[src/verilog/cct_pkg.sv]
package cct_pkg;

	// Counter and prescaler widths, and the number of timers
	localparam int COUNT_W = 32;
	localparam int PRESCALE_W = 16;
	localparam int NUM_TIMERS = 3;

	// Reset values of the configuration inputs are taken live; state resets
	localparam logic [31:0] COUNT_RESET = 32'hffff_ffff;
	localparam logic [15:0] PRESCALE_RESET = 16'h0000;

	// Timer 2 clock source selection
	typedef enum logic [1:0] {
		CCT_SRC_SYSCLK,
		CCT_SRC_OSC_ONE,
		CCT_SRC_OSC_TWO,
		CCT_SRC_EXTERNAL
	} cct_src_e;

	localparam logic [1:0] SRC_RESET = 2'h0;

endpackage : cct_pkg

[src/verilog/cct_timers.sv]
`timescale 1ns/1ps
// Contract
// RL1 - Three identical timers, 32-bit count, preset period, 16-bit prescaler.
// RL2 - Counters count down and request an interrupt on reaching zero.
// RL3 - One decrement per prescaled tick: clock divided by prescale setting.
// RL4 - At zero the counter reloads its period and keeps counting.
// RL5 - First timer interrupt goes to the interrupt expander only.
// RL6 - Second timer interrupt can be connected to CPU line 13.
// RL7 - Third timer interrupt drives CPU line 14.
// RL8 - Third timer clocks from system clock (default), two oscillators or external.
// RL9 - Software sets period and prescale first and acknowledges each interrupt.
module cct_timers #(
	parameter int COUNT_W = cct_pkg::COUNT_W,
	parameter int PRESCALE_W = cct_pkg::PRESCALE_W
) (
	// Clock and reset
	input wire logic REF_CLK,
	input wire logic RESETN,
	// Timer configuration, one group per timer
	input wire logic [2:0] RUN,
	input wire logic [COUNT_W-1:0] PERIOD_0,
	input wire logic [COUNT_W-1:0] PERIOD_1,
	input wire logic [COUNT_W-1:0] PERIOD_2,
	input wire logic [PRESCALE_W-1:0] PRESCALE_0,
	input wire logic [PRESCALE_W-1:0] PRESCALE_1,
	input wire logic [PRESCALE_W-1:0] PRESCALE_2,
	// Timer 1 routing to CPU line 13
	input wire logic LINE13_CONNECT,
	// Timer 2 clock source select and source ticks, synchronous one-cycle enables
	input wire logic [1:0] SRC_SELECT,
	input wire logic INTERNAL_OSCILLATOR_ONE,
	input wire logic INTERNAL_OSCILLATOR_TWO,
	input wire logic EXTERNAL_CLOCK,
	// Counts
	output logic [COUNT_W-1:0] COUNT_0,
	output logic [COUNT_W-1:0] COUNT_1,
	output logic [COUNT_W-1:0] COUNT_2,
	// Interrupt requests, one-cycle pulses
	output logic INTERRUPT_EXPANDER_REQ,
	output logic CPU_IRQ_LINE_13,
	output logic CPU_IRQ_LINE_14
);

	logic [COUNT_W-1:0] period [3];
	logic [PRESCALE_W-1:0] prescale [3];
	logic [COUNT_W-1:0] count [3];
	logic [2:0] zero;
	logic [2:0] tick;
	logic [1:0] src_sel;
	logic src_tick;
	logic next_exp_req;
	logic next_line13;
	logic next_line14;
	logic [7:0] zero_tally;
	logic [7:0] req_tally;

	assign period[0] = PERIOD_0;
	assign period[1] = PERIOD_1;
	assign period[2] = PERIOD_2;
	assign prescale[0] = PRESCALE_0;
	assign prescale[1] = PRESCALE_1;
	assign prescale[2] = PRESCALE_2;

	// Selected source for timer 2; the source ticks are enables, so one clock domain
	assign src_tick = (src_sel == cct_pkg::CCT_SRC_OSC_ONE) ? INTERNAL_OSCILLATOR_ONE :
		(src_sel == cct_pkg::CCT_SRC_OSC_TWO) ? INTERNAL_OSCILLATOR_TWO :
		(src_sel == cct_pkg::CCT_SRC_EXTERNAL) ? EXTERNAL_CLOCK : 1'b1; // RL8
	assign tick = {src_tick, 2'b11};

	// Source select register, system clock after reset
	always_ff @(posedge REF_CLK) begin
		if (!RESETN) begin
			src_sel <= cct_pkg::SRC_RESET; // RL8
		end else begin
			src_sel <= SRC_SELECT;
		end
	end

	// Three identical timers
	for (genvar i = 0; i < cct_pkg::NUM_TIMERS; i++) begin : g_tmr // RL1
		cct_timer #(
			.COUNT_W(COUNT_W),
			.PRESCALE_W(PRESCALE_W)
		) u_tmr (
			.clk(REF_CLK),
			.rst_n(RESETN),
			.tick_in(tick[i]),
			.run(RUN[i]),
			.period(period[i]),
			.prescale(prescale[i]),
			.count(count[i]),
			.zero_pulse(zero[i])
		);
	end

	// Counts are already flip-flop outputs of the timers
	assign COUNT_0 = count[0];
	assign COUNT_1 = count[1];
	assign COUNT_2 = count[2];

	// Routed requests; line 13 is gated here so a parked connection stays quiet
	assign next_exp_req = zero[0]; // RL5
	assign next_line13 = zero[1] && LINE13_CONNECT; // RL6
	assign next_line14 = zero[2]; // RL7

	// Interrupt outputs registered once more; acknowledge lives in the controller
	always_ff @(posedge REF_CLK) begin
		if (!RESETN) begin
			INTERRUPT_EXPANDER_REQ <= 1'b0;
			CPU_IRQ_LINE_13 <= 1'b0;
			CPU_IRQ_LINE_14 <= 1'b0;
		end else begin
			INTERRUPT_EXPANDER_REQ <= next_exp_req; // RL5
			CPU_IRQ_LINE_13 <= next_line13; // RL6
			CPU_IRQ_LINE_14 <= next_line14; // RL7
		end
	end

	// Check-only tallies: a request may trail its zero by one edge, never more
	always_ff @(posedge REF_CLK) begin
		if (!RESETN) begin
			zero_tally <= 8'h00;
			req_tally <= 8'h00;
		end else begin
			zero_tally <= zero_tally + 8'(zero[0]);
			req_tally <= req_tally + 8'(INTERRUPT_EXPANDER_REQ);
		end
	end

	a_exp_route: assert property (@(posedge REF_CLK) disable iff (!RESETN) // RL5
		zero[0] |=> INTERRUPT_EXPANDER_REQ)
		else $error("timer 0 request not routed");
	a_line13_gate: assert property (@(posedge REF_CLK) disable iff (!RESETN) // RL6
		CPU_IRQ_LINE_13 |-> $past(zero[1]) && $past(LINE13_CONNECT))
		else $error("line 13 without timer 1 zero");
	a_line14_route: assert property (@(posedge REF_CLK) disable iff (!RESETN) // RL7
		zero[2] |=> CPU_IRQ_LINE_14)
		else $error("timer 2 request not routed");
	a_src_hold: assert property (@(posedge REF_CLK) disable iff (!RESETN) // RL8
		src_sel == cct_pkg::CCT_SRC_EXTERNAL && !EXTERNAL_CLOCK && RUN[2]
		|=> COUNT_2 == $past(COUNT_2))
		else $error("timer 2 counted without external tick");
	a_osc_one_hold: assert property (@(posedge REF_CLK) disable iff (!RESETN) // RL8
		src_sel == cct_pkg::CCT_SRC_OSC_ONE && !INTERNAL_OSCILLATOR_ONE
		|=> COUNT_2 == $past(COUNT_2))
		else $error("timer 2 counted without oscillator one tick");
	a_osc_two_hold: assert property (@(posedge REF_CLK) disable iff (!RESETN) // RL8
		src_sel == cct_pkg::CCT_SRC_OSC_TWO && !INTERNAL_OSCILLATOR_TWO
		|=> COUNT_2 == $past(COUNT_2))
		else $error("timer 2 counted without oscillator two tick");
	a_zero_tick: assert property (@(posedge REF_CLK) disable iff (!RESETN) // RL8
		zero[2] |-> $past(tick[2]))
		else $error("timer 2 reached zero without a source tick");

	// The source select is a plain register: its input shows one edge later
	a_src_follow: assert property (@(posedge REF_CLK) disable iff (!RESETN) // RL8
		$past(RESETN) |-> src_sel == $past(SRC_SELECT))
		else $error("source select did not follow its input");

	// A reset cycle brings back all-ones counts, quiet requests and the system clock
	a_reset_counts: assert property (@(posedge REF_CLK) // RL1
		!RESETN |=> COUNT_0 == COUNT_W'(cct_pkg::COUNT_RESET)
		&& COUNT_1 == COUNT_W'(cct_pkg::COUNT_RESET)
		&& COUNT_2 == COUNT_W'(cct_pkg::COUNT_RESET))
		else $error("counts not at reset value");
	a_reset_quiet: assert property (@(posedge REF_CLK) // RL2
		!RESETN |=> !INTERRUPT_EXPANDER_REQ && !CPU_IRQ_LINE_13 && !CPU_IRQ_LINE_14)
		else $error("request raised during reset");
	a_reset_source: assert property (@(posedge REF_CLK) // RL8
		!RESETN |=> src_sel == cct_pkg::SRC_RESET)
		else $error("source select not back at system clock");

	// Each request traces back to its own timer and lasts one cycle unless renewed
	a_exp_cause: assert property (@(posedge REF_CLK) disable iff (!RESETN) // RL5
		INTERRUPT_EXPANDER_REQ |-> $past(zero[0]))
		else $error("expander request without timer 0 zero");
	a_exp_single: assert property (@(posedge REF_CLK) disable iff (!RESETN) // RL5
		INTERRUPT_EXPANDER_REQ && !zero[0] |=> !INTERRUPT_EXPANDER_REQ)
		else $error("expander request held too long");
	a_exp_no_loss: assert property (@(posedge REF_CLK) disable iff (!RESETN) // RL5
		8'(zero_tally - req_tally) <= 8'h01)
		else $error("expander request lost");
	a_line13_pass: assert property (@(posedge REF_CLK) disable iff (!RESETN) // RL6
		zero[1] && LINE13_CONNECT |=> CPU_IRQ_LINE_13)
		else $error("timer 1 zero not passed to line 13");
	a_line13_block: assert property (@(posedge REF_CLK) disable iff (!RESETN) // RL6
		!LINE13_CONNECT |=> !CPU_IRQ_LINE_13)
		else $error("line 13 raised while disconnected");
	a_line13_single: assert property (@(posedge REF_CLK) disable iff (!RESETN) // RL6
		CPU_IRQ_LINE_13 && !zero[1] |=> !CPU_IRQ_LINE_13)
		else $error("line 13 request held too long");
	a_line14_cause: assert property (@(posedge REF_CLK) disable iff (!RESETN) // RL7
		CPU_IRQ_LINE_14 |-> $past(zero[2]))
		else $error("line 14 without timer 2 zero");
	a_line14_single: assert property (@(posedge REF_CLK) disable iff (!RESETN) // RL7
		CPU_IRQ_LINE_14 && !zero[2] |=> !CPU_IRQ_LINE_14)
		else $error("line 14 request held too long");

	// Per-timer view from the top: parked timers freeze, counts only step or reload
	for (genvar i = 0; i < cct_pkg::NUM_TIMERS; i++) begin : g_chk // RL1
		a_run_freeze: assert property (@(posedge REF_CLK) disable iff (!RESETN) // RL3
			!RUN[i] |=> count[i] == $past(count[i]))
			else $error("parked timer moved");
		a_idle_quiet: assert property (@(posedge REF_CLK) disable iff (!RESETN) // RL2
			!RUN[i] |=> !zero[i])
			else $error("parked timer reached zero");
		a_pulse_from_one: assert property (@(posedge REF_CLK) disable iff (!RESETN) // RL2
			zero[i] |-> $past(count[i]) == COUNT_W'(1))
			else $error("zero pulse not from a count of one");
		a_reload_value: assert property (@(posedge REF_CLK) disable iff (!RESETN) // RL4
			zero[i] |-> count[i] == $past(period[i]))
			else $error("timer did not reload its period");
		a_count_step: assert property (@(posedge REF_CLK) disable iff (!RESETN) // RL4
			$past(RESETN) && count[i] != $past(count[i])
			|-> count[i] == $past(count[i]) - 1'b1 || count[i] == $past(period[i]))
			else $error("count moved by other than a step or reload");
	end

	c_exp: cover property (@(posedge REF_CLK) INTERRUPT_EXPANDER_REQ);
	c_line13: cover property (@(posedge REF_CLK) CPU_IRQ_LINE_13);
	c_line14: cover property (@(posedge REF_CLK) CPU_IRQ_LINE_14);
	c_src_ext: cover property (@(posedge REF_CLK)
		src_sel == cct_pkg::CCT_SRC_EXTERNAL && EXTERNAL_CLOCK && RUN[2]);

endmodule : cct_timers

[src/verilog/cct_timer.sv]
`timescale 1ns/1ps
// One down-counting timer with prescaler and automatic reload
module cct_timer #(
	parameter int COUNT_W = cct_pkg::COUNT_W,
	parameter int PRESCALE_W = cct_pkg::PRESCALE_W
) (
	// Clock and reset
	input wire logic clk,
	input wire logic rst_n,
	// Tick source and configuration
	input wire logic tick_in,
	input wire logic run,
	input wire logic [COUNT_W-1:0] period,
	input wire logic [PRESCALE_W-1:0] prescale,
	// Status
	output logic [COUNT_W-1:0] count,
	output logic zero_pulse
);

	logic [PRESCALE_W-1:0] pre_cnt;
	logic [PRESCALE_W-1:0] next_pre_cnt;
	logic [COUNT_W-1:0] next_count;
	logic dec_tick;
	logic at_zero;
	logic [COUNT_W-1:0] count_m1;

	// Prescaler: a setting of 0 or 1 both give a tick on every source edge
	assign dec_tick = run && tick_in && (pre_cnt == '0); // RL3
	assign next_pre_cnt = !(run && tick_in) ? pre_cnt :
		(pre_cnt == '0) ? ((prescale == '0) ? '0 : prescale - 1'b1) : pre_cnt - 1'b1;
	assign count_m1 = count - 1'b1;
	assign at_zero = dec_tick && (count_m1 == '0);
	// Reload replaces the zero count so a period of N gives N ticks per interrupt
	assign next_count = !dec_tick ? count : (count == '0 || at_zero) ? period : count_m1; // RL4

	// Counter and prescaler state
	always_ff @(posedge clk) begin
		if (!rst_n) begin
			pre_cnt <= PRESCALE_W'(cct_pkg::PRESCALE_RESET);
			count <= COUNT_W'(cct_pkg::COUNT_RESET);
			zero_pulse <= 1'b0;
		end else begin
			pre_cnt <= next_pre_cnt;
			count <= next_count; // RL2
			zero_pulse <= at_zero; // RL2
		end
	end

	a_zero_reload: assert property (@(posedge clk) disable iff (!rst_n) // RL4
		at_zero |=> count == $past(period))
		else $error("timer did not reload at zero");
	a_count_down: assert property (@(posedge clk) disable iff (!rst_n) // RL2
		dec_tick && count > 32'h1 |=> count == $past(count) - 32'h1)
		else $error("timer did not decrement");
	a_hold_no_tick: assert property (@(posedge clk) disable iff (!rst_n) // RL3
		!dec_tick |=> count == $past(count))
		else $error("timer moved without a tick");
	a_pulse_cause: assert property (@(posedge clk) disable iff (!rst_n) // RL2
		zero_pulse |-> $past(dec_tick) && $past(count) == 32'h1)
		else $error("interrupt pulse without zero");
	c_reload: cover property (@(posedge clk) disable iff (!rst_n) at_zero);

endmodule : cct_timer

[config.mk]
export PLATFORM = sky130hd
export DESIGN_NAME = cct_timers
export DESIGN_NICKNAME = d
export VERILOG_FILES = /design/src/verilog/cct_pkg.sv /design/src/verilog/cct_timers.sv /design/src/verilog/cct_timer.sv
export SDC_FILE = /design/constraint.sdc
export NUM_CORES = 1
export LEC_CHECK = 0
export ABC_AREA = 1
export BUFFER_PORTS_ARGS = -buffer_cell sky130_fd_sc_hd__buf_2
export CORE_MARGIN = 2
export CORE_UTILIZATION = 48
export DETAILED_ROUTE_END_ITERATION = 10
export MAX_ROUTING_LAYER = met4
export PLACE_DENSITY_LB_ADDON = 0.15
export SETUP_SLACK_MARGIN = 0.05
export SLEW_MARGIN = 15
export SYNTH_ARGS = -nofsm -noshare
export SYNTH_HDL_FRONTEND = slang
export SYNTH_SLANG_ARGS = --single-unit
[constraint.sdc]
create_clock -name REF_CLK -period 4.8 [get_ports REF_CLK]
set_input_delay 0.96 -clock REF_CLK [delete_from_list [all_inputs] [get_ports REF_CLK]]
set_output_delay 0.96 -clock REF_CLK [all_outputs]
set_load 0.05 [all_outputs]
# Yosys cells after proc, flatten, opt, wreduce, memory -nomap -nowiden
# Cells that the tools add are included.
op_classes:
  n_addsub: 9
  eq_ne: 3
  n_mux: 12
  reduce_logical: 23
ops:
  columns: ["operator", "count"]
  rows:
  - ["$logic_not A32 Y1", 6]
  - ["$logic_not A16 Y1", 6]
  - ["$mux W16", 6]
  - ["$mux W32", 3]
  - ["$sub A16 B1 Y16 const B", 6]
  - ["$sub A32 B1 Y32 const B", 3]
  - ["$logic_and A1 B1 Y1", 8]
  - ["$eq A2 B2 Y1 const B", 2]
  - ["$logic_or A1 B1 Y1", 3]
  - ["$mux W1", 3]
  - ["$eq A2 B1 Y1 const B", 1]
word_totals:
  regBits: 152
  inputBits: 155
  out_inout_bits: 99
  elab_cells: 60

# Logic depth before layout (Yosys ltp)
# Gate-level depths: netlist of run 1.
logic_depth:
  word_depth: 9
  ltp_mapped: 18
  ltp_nobuf: 17

# By module
# A second synthesis of run 1 with hierarchy kept.
hier_totals:
  cells_unflattened: 2240
  area_unflattened_um2: 12580.8
by_module_without_submodules:
  columns: ["module", "instances", "cells_each", "area_per_inst_um2", "seq_area_each_um2"]
  rows:
  - ["cct_timer", 3, 739, 4135.2, 980.9]
  - ["cct_timers", 1, 23, 175.2, 100.1]

# Worst setup path before layout of run 1
# OpenSTA, ideal clock, no wires.
synth_timing:
  path_kind: "input to register"
  from: "input port PRESCALE_2[0]"
  to: "register g_tmr[2].u_tmr.pre_cnt[10]"
  setup_time_ps: 122
  arrival_ps: 2517
  t_required_ps: 4678
  path_slack_ps: 2162
  stages: 11
  path_buffers: 0
  path_cell_list: "inv_1 > ha_1 > nand2_1 > nor2_1 > nand2_1 > nor2_1 > nand4_1 > nand2_1 > clkinv_1 > a221oi_1 > nor2_1"
synth_between:
  elab_chain_len: 3
  word_cells_on_any_way: 4
  cone_classes: "add/sub (1); mux (2); reduce/logical (1)"
synth_lines:
  columns: ["item", "line_no", "rtl"]
  rows:
  - ["from (decl)", "cct_timers.sv:26", "input wire logic [PRESCALE_W-1:0] PRESCALE_2,"]
  - ["$sub A16 B1 Y16 or $logic_not A16 Y1 (tied branches)", "cct_timer.sv:30", "(pre_cnt == '0) ? ((prescale == '0) ? '0 : prescale - 1'b1) : pre_cnt - 1'b1;"]
  - ["$mux W16 (*) (2 in a row)", "cct_timer.sv:30", null]
  - ["to (signal assigned)", "cct_timer.sv:39", "pre_cnt <= PRESCALE_W'(cct_pkg::PRESCALE_RESET);"]
  - ["to (signal assigned)", "cct_timer.sv:43", "pre_cnt <= next_pre_cnt;"]
  - ["to (decl)", "cct_timer.sv:20", "logic [PRESCALE_W-1:0] pre_cnt;"]
# Every way passes the cells marked *; elsewhere a longest branch is shown, timed or not.
# A chain may end at the register's enable or synchronous reset.

# Final worst setup path of run 1
layout_timing:
  from: "register g_tmr[1].u_tmr.count[0]"
  to: "register g_tmr[1].u_tmr.count[1]"
layout_between:
  elab_chain_len: 5
  word_cells_on_any_way: 6
  cone_classes: "add/sub (1); mux (1); reduce/logical (4)"
layout_lines:
  columns: ["item", "line_no", "rtl"]
  rows:
  - ["from (decl)", "cct_timer.sv:16", "output logic [COUNT_W-1:0] count,"]
  - ["from (signal assigned)", "cct_timer.sv:40", "count <= COUNT_W'(cct_pkg::COUNT_RESET);"]
  - ["from (signal assigned)", "cct_timer.sv:44", "count <= next_count;"]
  - ["$sub A32 B1 Y32", "cct_timer.sv:31", "assign count_m1 = count - 1'b1;"]
  - ["$logic_not A32 Y1", "cct_timer.sv:32", "assign at_zero = dec_tick && (count_m1 == '0);"]
  - ["$logic_and A1 B1 Y1", "cct_timer.sv:32", null]
  - ["$logic_or A1 B1 Y1", "cct_timer.sv:34", "assign next_count = !dec_tick ? count : (count == '0 || at_zero) ? period : count_m1;"]
  - ["$mux W32 (*)", "cct_timer.sv:34", null]
# Marked as above.

==> flow_metrics.tcl, run 1 <==
set metrics [dict create \
    synth_seq_cells 152 \
    synth_warnings 0 \
    cts_sinks 152 \
    ys_async_sr_fraction_pct 0 \
    synth_area_mm2 0.0129 \
    syn_area_per_cell_um2 5.64 \
    syn-num-nets 2465 \
    final-setup-viol-count 0 \
    grt_util_all_layers_pct 29.7 \
    fmax_mhz 299 \
    synth_flop_cell "dfxtp_1" \
    die_h_um 168 \
    firstDrtPassIters 5 \
    vias_per_cell 5.19 \
    cp_max_fo 33 \
    worstPathCellList "inv_1 > ha_1 > nand2_2 > nor2_1 > nand2_1 > nor2_1 > xor2_1 > nand2_1 > nor2_2 > nand3_4 > nand2_4 > nand2_1 > nand3_1 > nand2_1" \
    cp.required_ns 5.13 \
    wirelength_um 40500 \
    fp-row-count 60 \
    drv_cap 0 \
    period_minus_slack_ns 3.35 \
    clock_latency_ns 0.44 \
    drive_gt1_share_pct 15.4 \
    gr-total-overflow 0 \
    yosysTopAreaCell "dfxtp_1" \
    slowest_delay_ns 0.58 \
    clock_path_buffers 2 \
    hp-class "flip-flop to flip-flop" \
    cpLargestDelayFamily "simple AND/OR/NAND/NOR gates" \
    power_density_mw_per_mm2 232 \
    path_depth 14 \
    area_growth_pct 15.3 \
    grt_pass1_wl_um 67800 \
    grt_max_degree 69 \
    skew_ns 0.0198 \
    cp.arrival_ns 3.67 \
    drt_iter0_markers 1115 \
    grt_pass1_vias 14000 \
    setup_tns_ns 0 \
    hold_viol 0 \
    cts-hold-fix-buffers 0 \
    r2r_slack_ns 1.45 \
    ioPinCount 254 \
    wl_per_cell_um 14.1 \
    vias 14900 \
    nFillCells 2902 \
    port_buffers 253 \
    final_nets 2675 \
    h-tree-depth 4 \
    synth.area.top_cells "dfxtp_1, nand2_1, nand3_1" \
    seq_area_frac_synth_pct 23.5 \
    core_area_mm2 0.0267 \
    path_clk_slew_ns 0.06 \
    cp_num_buf_inv 1 \
    dieArea_mm2 0.0283 \
    cts-root-buf "clkbuf_16" \
    status "complete, no violations" \
    synth_top_area_share_pct 23.5 \
    hpwl_um 30400 \
    antenna_found_initial 7 \
    p_leak_uw 0.00722 \
    start_util_pct 48.4 \
    start_kind "flip-flop" \
    endpoint_kind "flip-flop" \
    rr_endpoint "g_tmr[1].u_tmr.count[1]" \
    synth_cells 2295 \
    slew_viol_final 0 \
    critPathKind "flip-flop to flip-flop" \
    synth_edf_count 0 \
    worstMarginPinSlew_ns 0.840 \
    ant_nets 0 \
    cts_resized 0 \
    postLayoutCoreUtil_pct 55.8 \
    post-route-period-util_pct 69.7 \
    rsz0062_at_grt "no" \
    max_slew_margin_pct 44.0 \
    cts_setup_buffers 0 \
    reg2reg_depth 14 \
    startpoint "g_tmr[1].u_tmr.count[0]" \
    rr_startpoint "g_tmr[1].u_tmr.count[0]" \
    cts_buffers 17 \
    post_synth_num_cell_types 45 \
    cp-endpoint "g_tmr[1].u_tmr.count[1]" \
    place.gp.congestion 0.996 \
    tritoncts "done" \
    die_w_um 168 \
    hold_ws_ns 0.402 \
    drc 0 \
    irDropWorstVdd_mv 0.220 \
    cp_slowest_cell "nand2_4" \
    crit_top_cell "nand2_1" \
]
[cell usage in the layout, fill, tap and decap left out, types with 4 or more instances in the layout]
cell	Yosys	layout
a21oi_1	137	137
a221oi_1	18	18
a31oi_1	7	7
buf_2	9	253
buf_4	1	12
clkbuf_16	0	17
clkinv_1	6	6
clkinvlp_4	0	5
dfxtp_1	152	152
diode_2	0	10
ha_1	15	15
inv_1	364	364
inv_2	16	15
nand2_1	596	596
nand2_2	41	41
nand3_1	274	274
nand3_2	4	4
nand3b_1	15	15
nand4_1	33	33
nor2_1	308	308
nor2_2	15	15
nor2_4	7	7
nor3_1	28	28
nor4_1	10	10
o211ai_1	10	10
o21ai_0	63	63
o21ai_1	20	20
xnor2_1	13	13
xor2_1	48	48
[worst reg2reg max path, stage by stage, from the launching register on]
cell     delay (ns)
dfxtp_1        0.35
inv_1          0.10
ha_1           0.22
nand2_2        0.13
nor2_1         0.17
nand2_1        0.09
nor2_1         0.14
xor2_1         0.45
nand2_1        0.13
nor2_2         0.25
nand3_4        0.38
nand2_4        0.58
nand2_1        0.11
nand3_1        0.10
nand2_1        0.05
[per-stage QoR]
step | power (uW) | instance area [um2] | instances | setup WS [ns]
after global routing | 3620 | 14900 | 2865 | 1.20
final | 3450 | 14900 | 2868 | 1.45
after CTS | 3460 | 14900 | 2858 | 1.52
after detailed placement | 2140 | 14300 | 2827 | 1.20
after global placement | 2130 | 14300 | 2827 | 1.27
after floorplan | 1930 | 12900 | 2295 | 2.16
[report_power, final]
part | total, uW | internal (uW) | leakage, uW | switching, uW
Combinational | 716 | 247 | 0.00572 | 469
Clock | 1330 | 738 | 0.000260 | 591
Sequential | 1410 | 1330 | 0.00124 | 79.2
[per-layer routing]
| layer | up-vias | GRT usage [%] | wire, um |
|---|---|---|---|
| met5 | - | - | 0 |
| met4 | 0 | 8.77 | 922 |
| met3 | 72 | 4.40 | 2440 |
| met1 | 6684 | 37.5 | 18400 |
| li1 | 7692 | - | - |
| met2 | 445 | 49.4 | 18800 |
[flip-flops by register name, indices dropped and copies added, names as in the netlist]
| register | cells |
|---|---|
| CPU_IRQ_LINE_14 | 1 |
| g_tmr.u_tmr.zero_pulse | 3 |
| CPU_IRQ_LINE_13 | 1 |
| g_tmr.u_tmr.pre_cnt | 48 |
| g_tmr.u_tmr.count | 96 |
| INTERRUPT_EXPANDER_REQ | 1 |
| src_sel | 2 |
[area by class of cell]
cell class | count | area [um2] | share of cell area [%]
antenna | 10 | 25.0 | 0.168
inverter | 386 | 1450 | 9.74
multi-input combinational | 1683 | 8050 | 54.0
sequential | 152 | 3040 | 20.4
clock inverter | 11 | 100 | 0.672
timing repair buffer | 265 | 1360 | 9.10
tap | 341 | 427 | 2.86
clock buffer | 20 | 457 | 3.06
[cells by family (layout without fill, tap and decap cells)]
group                    count (synthesis)  count (layout)  synth area share, %
flip-flops                             152             152                 23.5
other                                    0              10                    0
AO/OA/AOI/OAI                          267             267                 11.5
buffers and inverters                  460             682                 14.3
XOR/XNOR                                61              61                 4.13
AND/OR/NAND/NOR                       1340            1340                 45.2
adder cells (fa/ha/maj)                 15              15                 1.45
[worst min-delay path by stage]
| stage | startpoint | cells after the start | end | slack (ns) |
|---|---|---|---|---|
| global placement | g_tmr[0].u_tmr.zero_pulse | 2 | INTERRUPT_EXPANDER_REQ | 0.40 |
| finish | g_tmr[2].u_tmr.zero_pulse | 2 | CPU_IRQ_LINE_14 | 0.40 |
| detailed placement | g_tmr[2].u_tmr.zero_pulse | 2 | CPU_IRQ_LINE_14 | 0.40 |
| CTS | g_tmr[2].u_tmr.zero_pulse | 2 | CPU_IRQ_LINE_14 | 0.41 |
| global route | g_tmr[0].u_tmr.zero_pulse | 2 | INTERRUPT_EXPANDER_REQ | 0.45 |
| floorplan | g_tmr[2].u_tmr.zero_pulse | 2 | CPU_IRQ_LINE_14 | 0.39 |
[Yosys cell counts (7+ instances only)]
cell type and number:
nor2_1 308, inv_1 364, nor3_1 28, nand2_1 596
a221oi_1 18, nor4_1 10, nor2_2 15, nand4_1 33
o211ai_1 10, o21ai_0 63, buf_6 7, nand3_1 274
o21ai_1 20, a31oi_1 7, buf_2 9, ha_1 15
nand3b_1 15, xnor2_1 13, dfxtp_1 152, inv_2 16
nand2_2 41, clkbuf_1 48, a21oi_1 137, nor2_4 7
xor2_1 48
(Power assumes the default switching activity.)
==> run 2, diff against run 1 <==
==> constraint.sdc (replaced) <==
create_clock -name REF_CLK -period 3.1 [get_ports REF_CLK]
set_input_delay 0.62 -clock REF_CLK [delete_from_list [all_inputs] [get_ports REF_CLK]]
set_output_delay 0.62 -clock REF_CLK [all_outputs]
set_load 0.05 [all_outputs]
==> run 2 against run 1 <==
  * Wire length decreased by 0.15%
  * Critical path depth unchanged
  * Final area increased by 1.2%
  * Combinational power increased by 56%
  * Sequential share of layout area decreased by 0.23 points
  * Flip-flop and latch count unchanged
  * Largest cell class unchanged
  * Largest power group unchanged
  * Highest routed layer unchanged
==> flow_metrics.tcl, run 2 (synthesis gave the netlist of run 1 again) <==
set metrics [dict create \
    largest_register_ffs 96 \
    vias_per_cell 5.19 \
    clkPwrFrac_pct 39.0 \
    swShare_pct 32.5 \
    cpLargestDelayFamily "simple AND/OR/NAND/NOR gates" \
    wl_per_cell_um 14.1 \
    p_sw_uw 1760 \
    final_nets 2690 \
    cp_slowest_cell "nor2_2" \
    skew_ns 0.0124 \
    endpoint_kind "flip-flop" \
    power.internal_uw 3650 \
    power_density_mw_per_mm2 359 \
    final_common_cell "nand2_1" \
    nFillCells 2827 \
    area_growth_pct 16.6 \
    cp_max_fo 22 \
    cts_setup_buffers 0 \
    start_kind "flip-flop" \
    grt_util_all_layers_pct 29.1 \
    worstMarginPinSlew_ns 0.751 \
    largest-register "g_tmr.u_tmr.count" \
    start_util_pct 48.4 \
    cts-hold-fix-buffers 0 \
    clock_path_buffers 2 \
    p_leak_uw 0.00733 \
    final_cell_mix "nand2_1, inv_1, nor2_1" \
    core_area_mm2 0.0267 \
    top_regs "g_tmr.u_tmr.count (96), g_tmr.u_tmr.pre_cnt (48), g_tmr.u_tmr.zero_pulse (3)" \
    cp.required_ns 3.42 \
    cp_num_buf_inv 2 \
    hpwl_um 31000 \
    register_area_mm2 0.00304 \
    cts_resized 0 \
    vias 14900 \
    cp.arrival_ns 3.12 \
    drc 0 \
    hold_viol 0 \
    clock_latency_ns 0.43 \
    drt_iter0_markers 991 \
    cts_sinks 152 \
    irDropWorstVdd_mv 0.265 \
    slowest_delay_ns 0.40 \
    antenna_found_initial 4 \
    finalPower_uw 5410 \
    max_slew_margin_pct 49.8 \
    pwr-share-seq_pct 40.4 \
    grt_pass1_vias 13700 \
    grt_max_degree 59 \
    hp-class "primary input to flip-flop" \
    cts-root-buf "clkbuf_16" \
    drv_cap 0 \
    multiInputGateArea_mm2 0.00805 \
    crit_top_cell "nand2_1" \
    setup_tns_ns 0 \
    wirelength_um 40500 \
    postPlaceCellArea_mm2 0.0145 \
    drive_gt1_share_pct 15.9 \
    post-route-period-util_pct 90.4 \
    cts_buffers 17 \
    die_w_um 168 \
    fmax_mhz 357 \
    status "complete, no violations" \
    h-tree-depth 4 \
    place.gp.congestion 0.952 \
    port_buffers 253 \
    firstDrtPassIters 5 \
    ioPinCount 254 \
    p_comb_share_pct 20.6 \
    critPathKind "flip-flop to flip-flop" \
    tritoncts "done" \
    period_minus_slack_ns 2.80 \
    ant_nets 0 \
    slew_viol_final 0 \
    fin_area_mm2 0.0151 \
    die_h_um 168 \
    path_clk_slew_ns 0.06 \
    gr-total-overflow 0 \
    rsz0062_at_grt "no" \
    fp-row-count 60 \
    grt_pass1_wl_um 66600 \
    dieArea_mm2 0.0283 \
    worstPathCellList "inv_1 > ha_1 > nand3_2 > nor2_2 > nand2_1 > xor2_1 > nand3_1 > nor2_1 > nand3_2 > nand2_2 > buf_12 > nand2_1 > nand3_1 > nand2_1" \
    final-setup-viol-count 0 \
]
[run 2: cell count changes in the layout (fill, tap and decap cells not counted), sizes merged]
cell	previous run	this run
inv	381	383
diode	10	5
clkbuf	20	21
clkinv	10	11
clkinvlp	5	2
buf	265	280
[run 2: final cells by class]
cell class,count,share of cell area (%)
flip-flops and latches,152,20.2
repair buffers,280,9.99
inverters,386,9.63
diodes,5,0.0830
clock inverters,11,0.739
well taps,341,2.83
clock buffers,21,3.19
multi-input cells,1683,53.4
[run 2: power by group through the flow]
stage	clock network (uW)	registers [uW]	logic, uW
5_1_grt	2220	2200	1250
3_5_place_dp	0	2220	1110
4_1_cts	2140	2180	1110
3_3_place_gp	0	2220	1090
6_report	2110	2180	1120
2_1_floorplan	0	2330	655
[run 2: worst min-delay path, delay by kind of cell]
kind,cells,cell delay (ns)
AND/OR/NAND/NOR,1,0.05
buffers and inverters,2,0.11
[run 2: worst paths after layout]
| path | slack (ns) | cells after the start | to | start |
|---|---|---|---|---|
| max | 0.30 | 14 | g_tmr[2].u_tmr.count[8] | g_tmr[2].u_tmr.count[0] |
| min | 0.37 | 3 | src_sel[0] | SRC_SELECT[0] |
| min reg2reg | 0.40 | 2 | CPU_IRQ_LINE_14 | g_tmr[2].u_tmr.zero_pulse |
| max reg2reg | 0.30 | 14 | g_tmr[2].u_tmr.count[8] | g_tmr[2].u_tmr.count[0] |
[run 2: layer usage]
metal  vias to the layer above  wire length, um  global-route usage, %
li1                       7715                -                      -
met1                      6662            18300                   37.4
met2                       498            18700                   48.2
met3                        69             2610                   3.74
met4                         0              866                   8.40
met5                         -                0                      -
[run 2: through the flow]
stage                     hold WS (ns)  setup slack, ns  util, %  cells
after global routing             0.381           0.0958     56.4   2878
after CTS                        0.361            0.367     56.4   2874
after global placement           0.396            0.444     54.2   2842
after floorplan                  0.390            0.561        -   2295
after detailed placement         0.395            0.384     54.2   2842
final                            0.374            0.298     56.4   2879
==> run 3, diff against run 2 <==
--- a/config.mk
+++ b/config.mk
@@ -11,7 +11,7 @@
 export CORE_UTILIZATION = 48
 export DETAILED_ROUTE_END_ITERATION = 10
 export MAX_ROUTING_LAYER = met4
-export PLACE_DENSITY_LB_ADDON = 0.15
+export PLACE_DENSITY = 0.71
 export SETUP_SLACK_MARGIN = 0.05
 export SLEW_MARGIN = 15
 export SYNTH_ARGS = -nofsm -noshare
==> run 3 against run 2 <==
  * Largest power group unchanged
  * Count of clock-buffer cells in the layout grew 1
  * Die area is the same
  * First-iteration DRC count rose by 5.3%
  * Global-route usage is 0.32 points higher
  * Flip-flop and latch count stayed put
  * Sequential power is essentially flat
  * Wire length grew 1.4%
  * Power is 0.98% higher
  * Setup slack improved by 0.066 ns
  * Critical endpoint is now g_tmr[2].u_tmr.count[6]
  * Clock skew rose by 0.0033 ns
  * Highest routed layer unchanged
  * Via count is 0.70% higher
  * Combinational power barely moved
==> flow_metrics.tcl, run 3 (synthesis gave the netlist of run 1 again) <==
set metrics [dict create \
    status "complete, no violations" \
    setup_tns_ns 0 \
    wirelength_um 41100 \
    p_leak_uw 0.00732 \
    grt_pass1_wl_um 66900 \
    wl_per_cell_um 14.3 \
    tritoncts "done" \
    cts_sinks 152 \
    hold_viol 0 \
    post-route-period-util_pct 88.2 \
    core_area_mm2 0.0267 \
    grt_pass1_vias 13800 \
    hp-class "primary input to flip-flop" \
    largest_register_ffs 96 \
    cp.arrival_ns 3.05 \
    rsz0062_at_grt "no" \
    final-setup-viol-count 0 \
    cts-root-buf "clkbuf_16" \
    antenna_found_initial 6 \
    finalPower_uw 5460 \
    largest-register "g_tmr.u_tmr.count" \
    hpwl_um 31300 \
    final_nets 2688 \
    cts-hold-fix-buffers 0 \
    cts_setup_buffers 0 \
    slew_viol_final 0 \
    drv_cap 0 \
    vias_per_cell 5.23 \
    cp_max_fo 16 \
    endpoint_kind "flip-flop" \
    critPathKind "flip-flop to flip-flop" \
    drive_gt1_share_pct 15.8 \
    reg2reg_depth 16 \
    drt_iter0_markers 1044 \
    path_clk_slew_ns 0.06 \
    power_density_mw_per_mm2 363 \
    max_slew_margin_pct 44.1 \
    placed_cells 2840 \
    period_minus_slack_ns 2.74 \
    stdcell_count 2879 \
    fin_area_mm2 0.0151 \
    final_cell_mix "nand2_1, inv_1, nor2_1" \
    ant_nets 0 \
    die_h_um 168 \
    irDropWorstVdd_mv 0.274 \
    pre_cts_slack_ns 0.274 \
    cts_resized 0 \
    cts_buffers 17 \
    dieArea_mm2 0.0283 \
    setup_ws_ns 0.364 \
    final_common_cell "nand2_1" \
    fmax_mhz 366 \
    die_w_um 168 \
    clock_path_buffers 2 \
    grt_max_degree 55 \
    drc 0 \
    clock_latency_ns 0.43 \
    fp-row-count 60 \
    cp.required_ns 3.42 \
    hold_depth 3 \
    worstMarginPinSlew_ns 0.835 \
    start_kind "flip-flop" \
    start_util_pct 48.4 \
    postPlaceCellArea_mm2 0.0144 \
    firstDrtPassIters 7 \
    area_growth_pct 16.4 \
    gr-total-overflow 0 \
    top_regs "g_tmr.u_tmr.count (96), g_tmr.u_tmr.pre_cnt (48), g_tmr.u_tmr.zero_pulse (3)" \
    grt_util_all_layers_pct 29.4 \
    skew_ns 0.0158 \
    ioPinCount 254 \
    port_buffers 253 \
    h-tree-depth 4 \
    vias 15000 \
    place.gp.congestion 1.01 \
]
[run 3: layer usage]
metal  share of wire (%)  up-vias  global-route usage [%]
met1                  45     6765                    37.2
met5                   0        -                       -
met2                  47      490                    49.2
li1                    -     7722                       -
met3                 5.8       71                    4.18
met4                 2.0        0                    8.40
[run 3: worst paths after layout]
path	slack [ns]	startpoint	to
min reg2reg	0.41	g_tmr[2].u_tmr.zero_pulse	CPU_IRQ_LINE_14
max reg2reg	0.36	g_tmr[2].u_tmr.count[0]	g_tmr[2].u_tmr.count[6]
min	0.38	SRC_SELECT[1]	src_sel[1]
max	0.36	g_tmr[2].u_tmr.count[0]	g_tmr[2].u_tmr.count[6]
[run 3: where the power goes]
group          switching, uW  internal (uW)  total (uW)
Sequential               124           2060        2180
Clock                    886           1270        2160
Combinational            728            388        1120
Total                   1740           3720        5460
[run 3: per-stage QoR]
stage	utilization [%]	hold WS, ns
floorplan	-	0.390
global placement	54.0	0.398
detailed placement	54.0	0.403
CTS	56.3	0.361
global route	56.3	0.382
finish	56.3	0.380
[run 3: critical path, cell delays in order, from the launching register on]
cell and delay, ns:
dfxtp_1 0.35, inv_1 0.11, ha_1 0.22, nand3_2 0.16, nor2_2 0.40, nand2_1 0.21
o21ai_1 0.17, nand2_1 0.07, nor2_1 0.14, nand2_1 0.09, nor2_2 0.10, nand3_2 0.11
nand2_2 0.08, buf_4 0.23, nand2_1 0.08, nand3_1 0.07, nand2_1 0.06
[run 3: cell type report]
| cell class | count | area, um2 |
|---|---|---|
| antenna | 7 | 17.5 |
| clock buffer | 22 | 484 |
| fill | 2882 | 11700 |
| clock inverter | 10 | 118 |
| timing repair buffer | 278 | 1470 |
| inverter | 386 | 1450 |
| sequential | 152 | 3040 |
| tap | 341 | 427 |
| multi-input combinational | 1683 | 8050 |
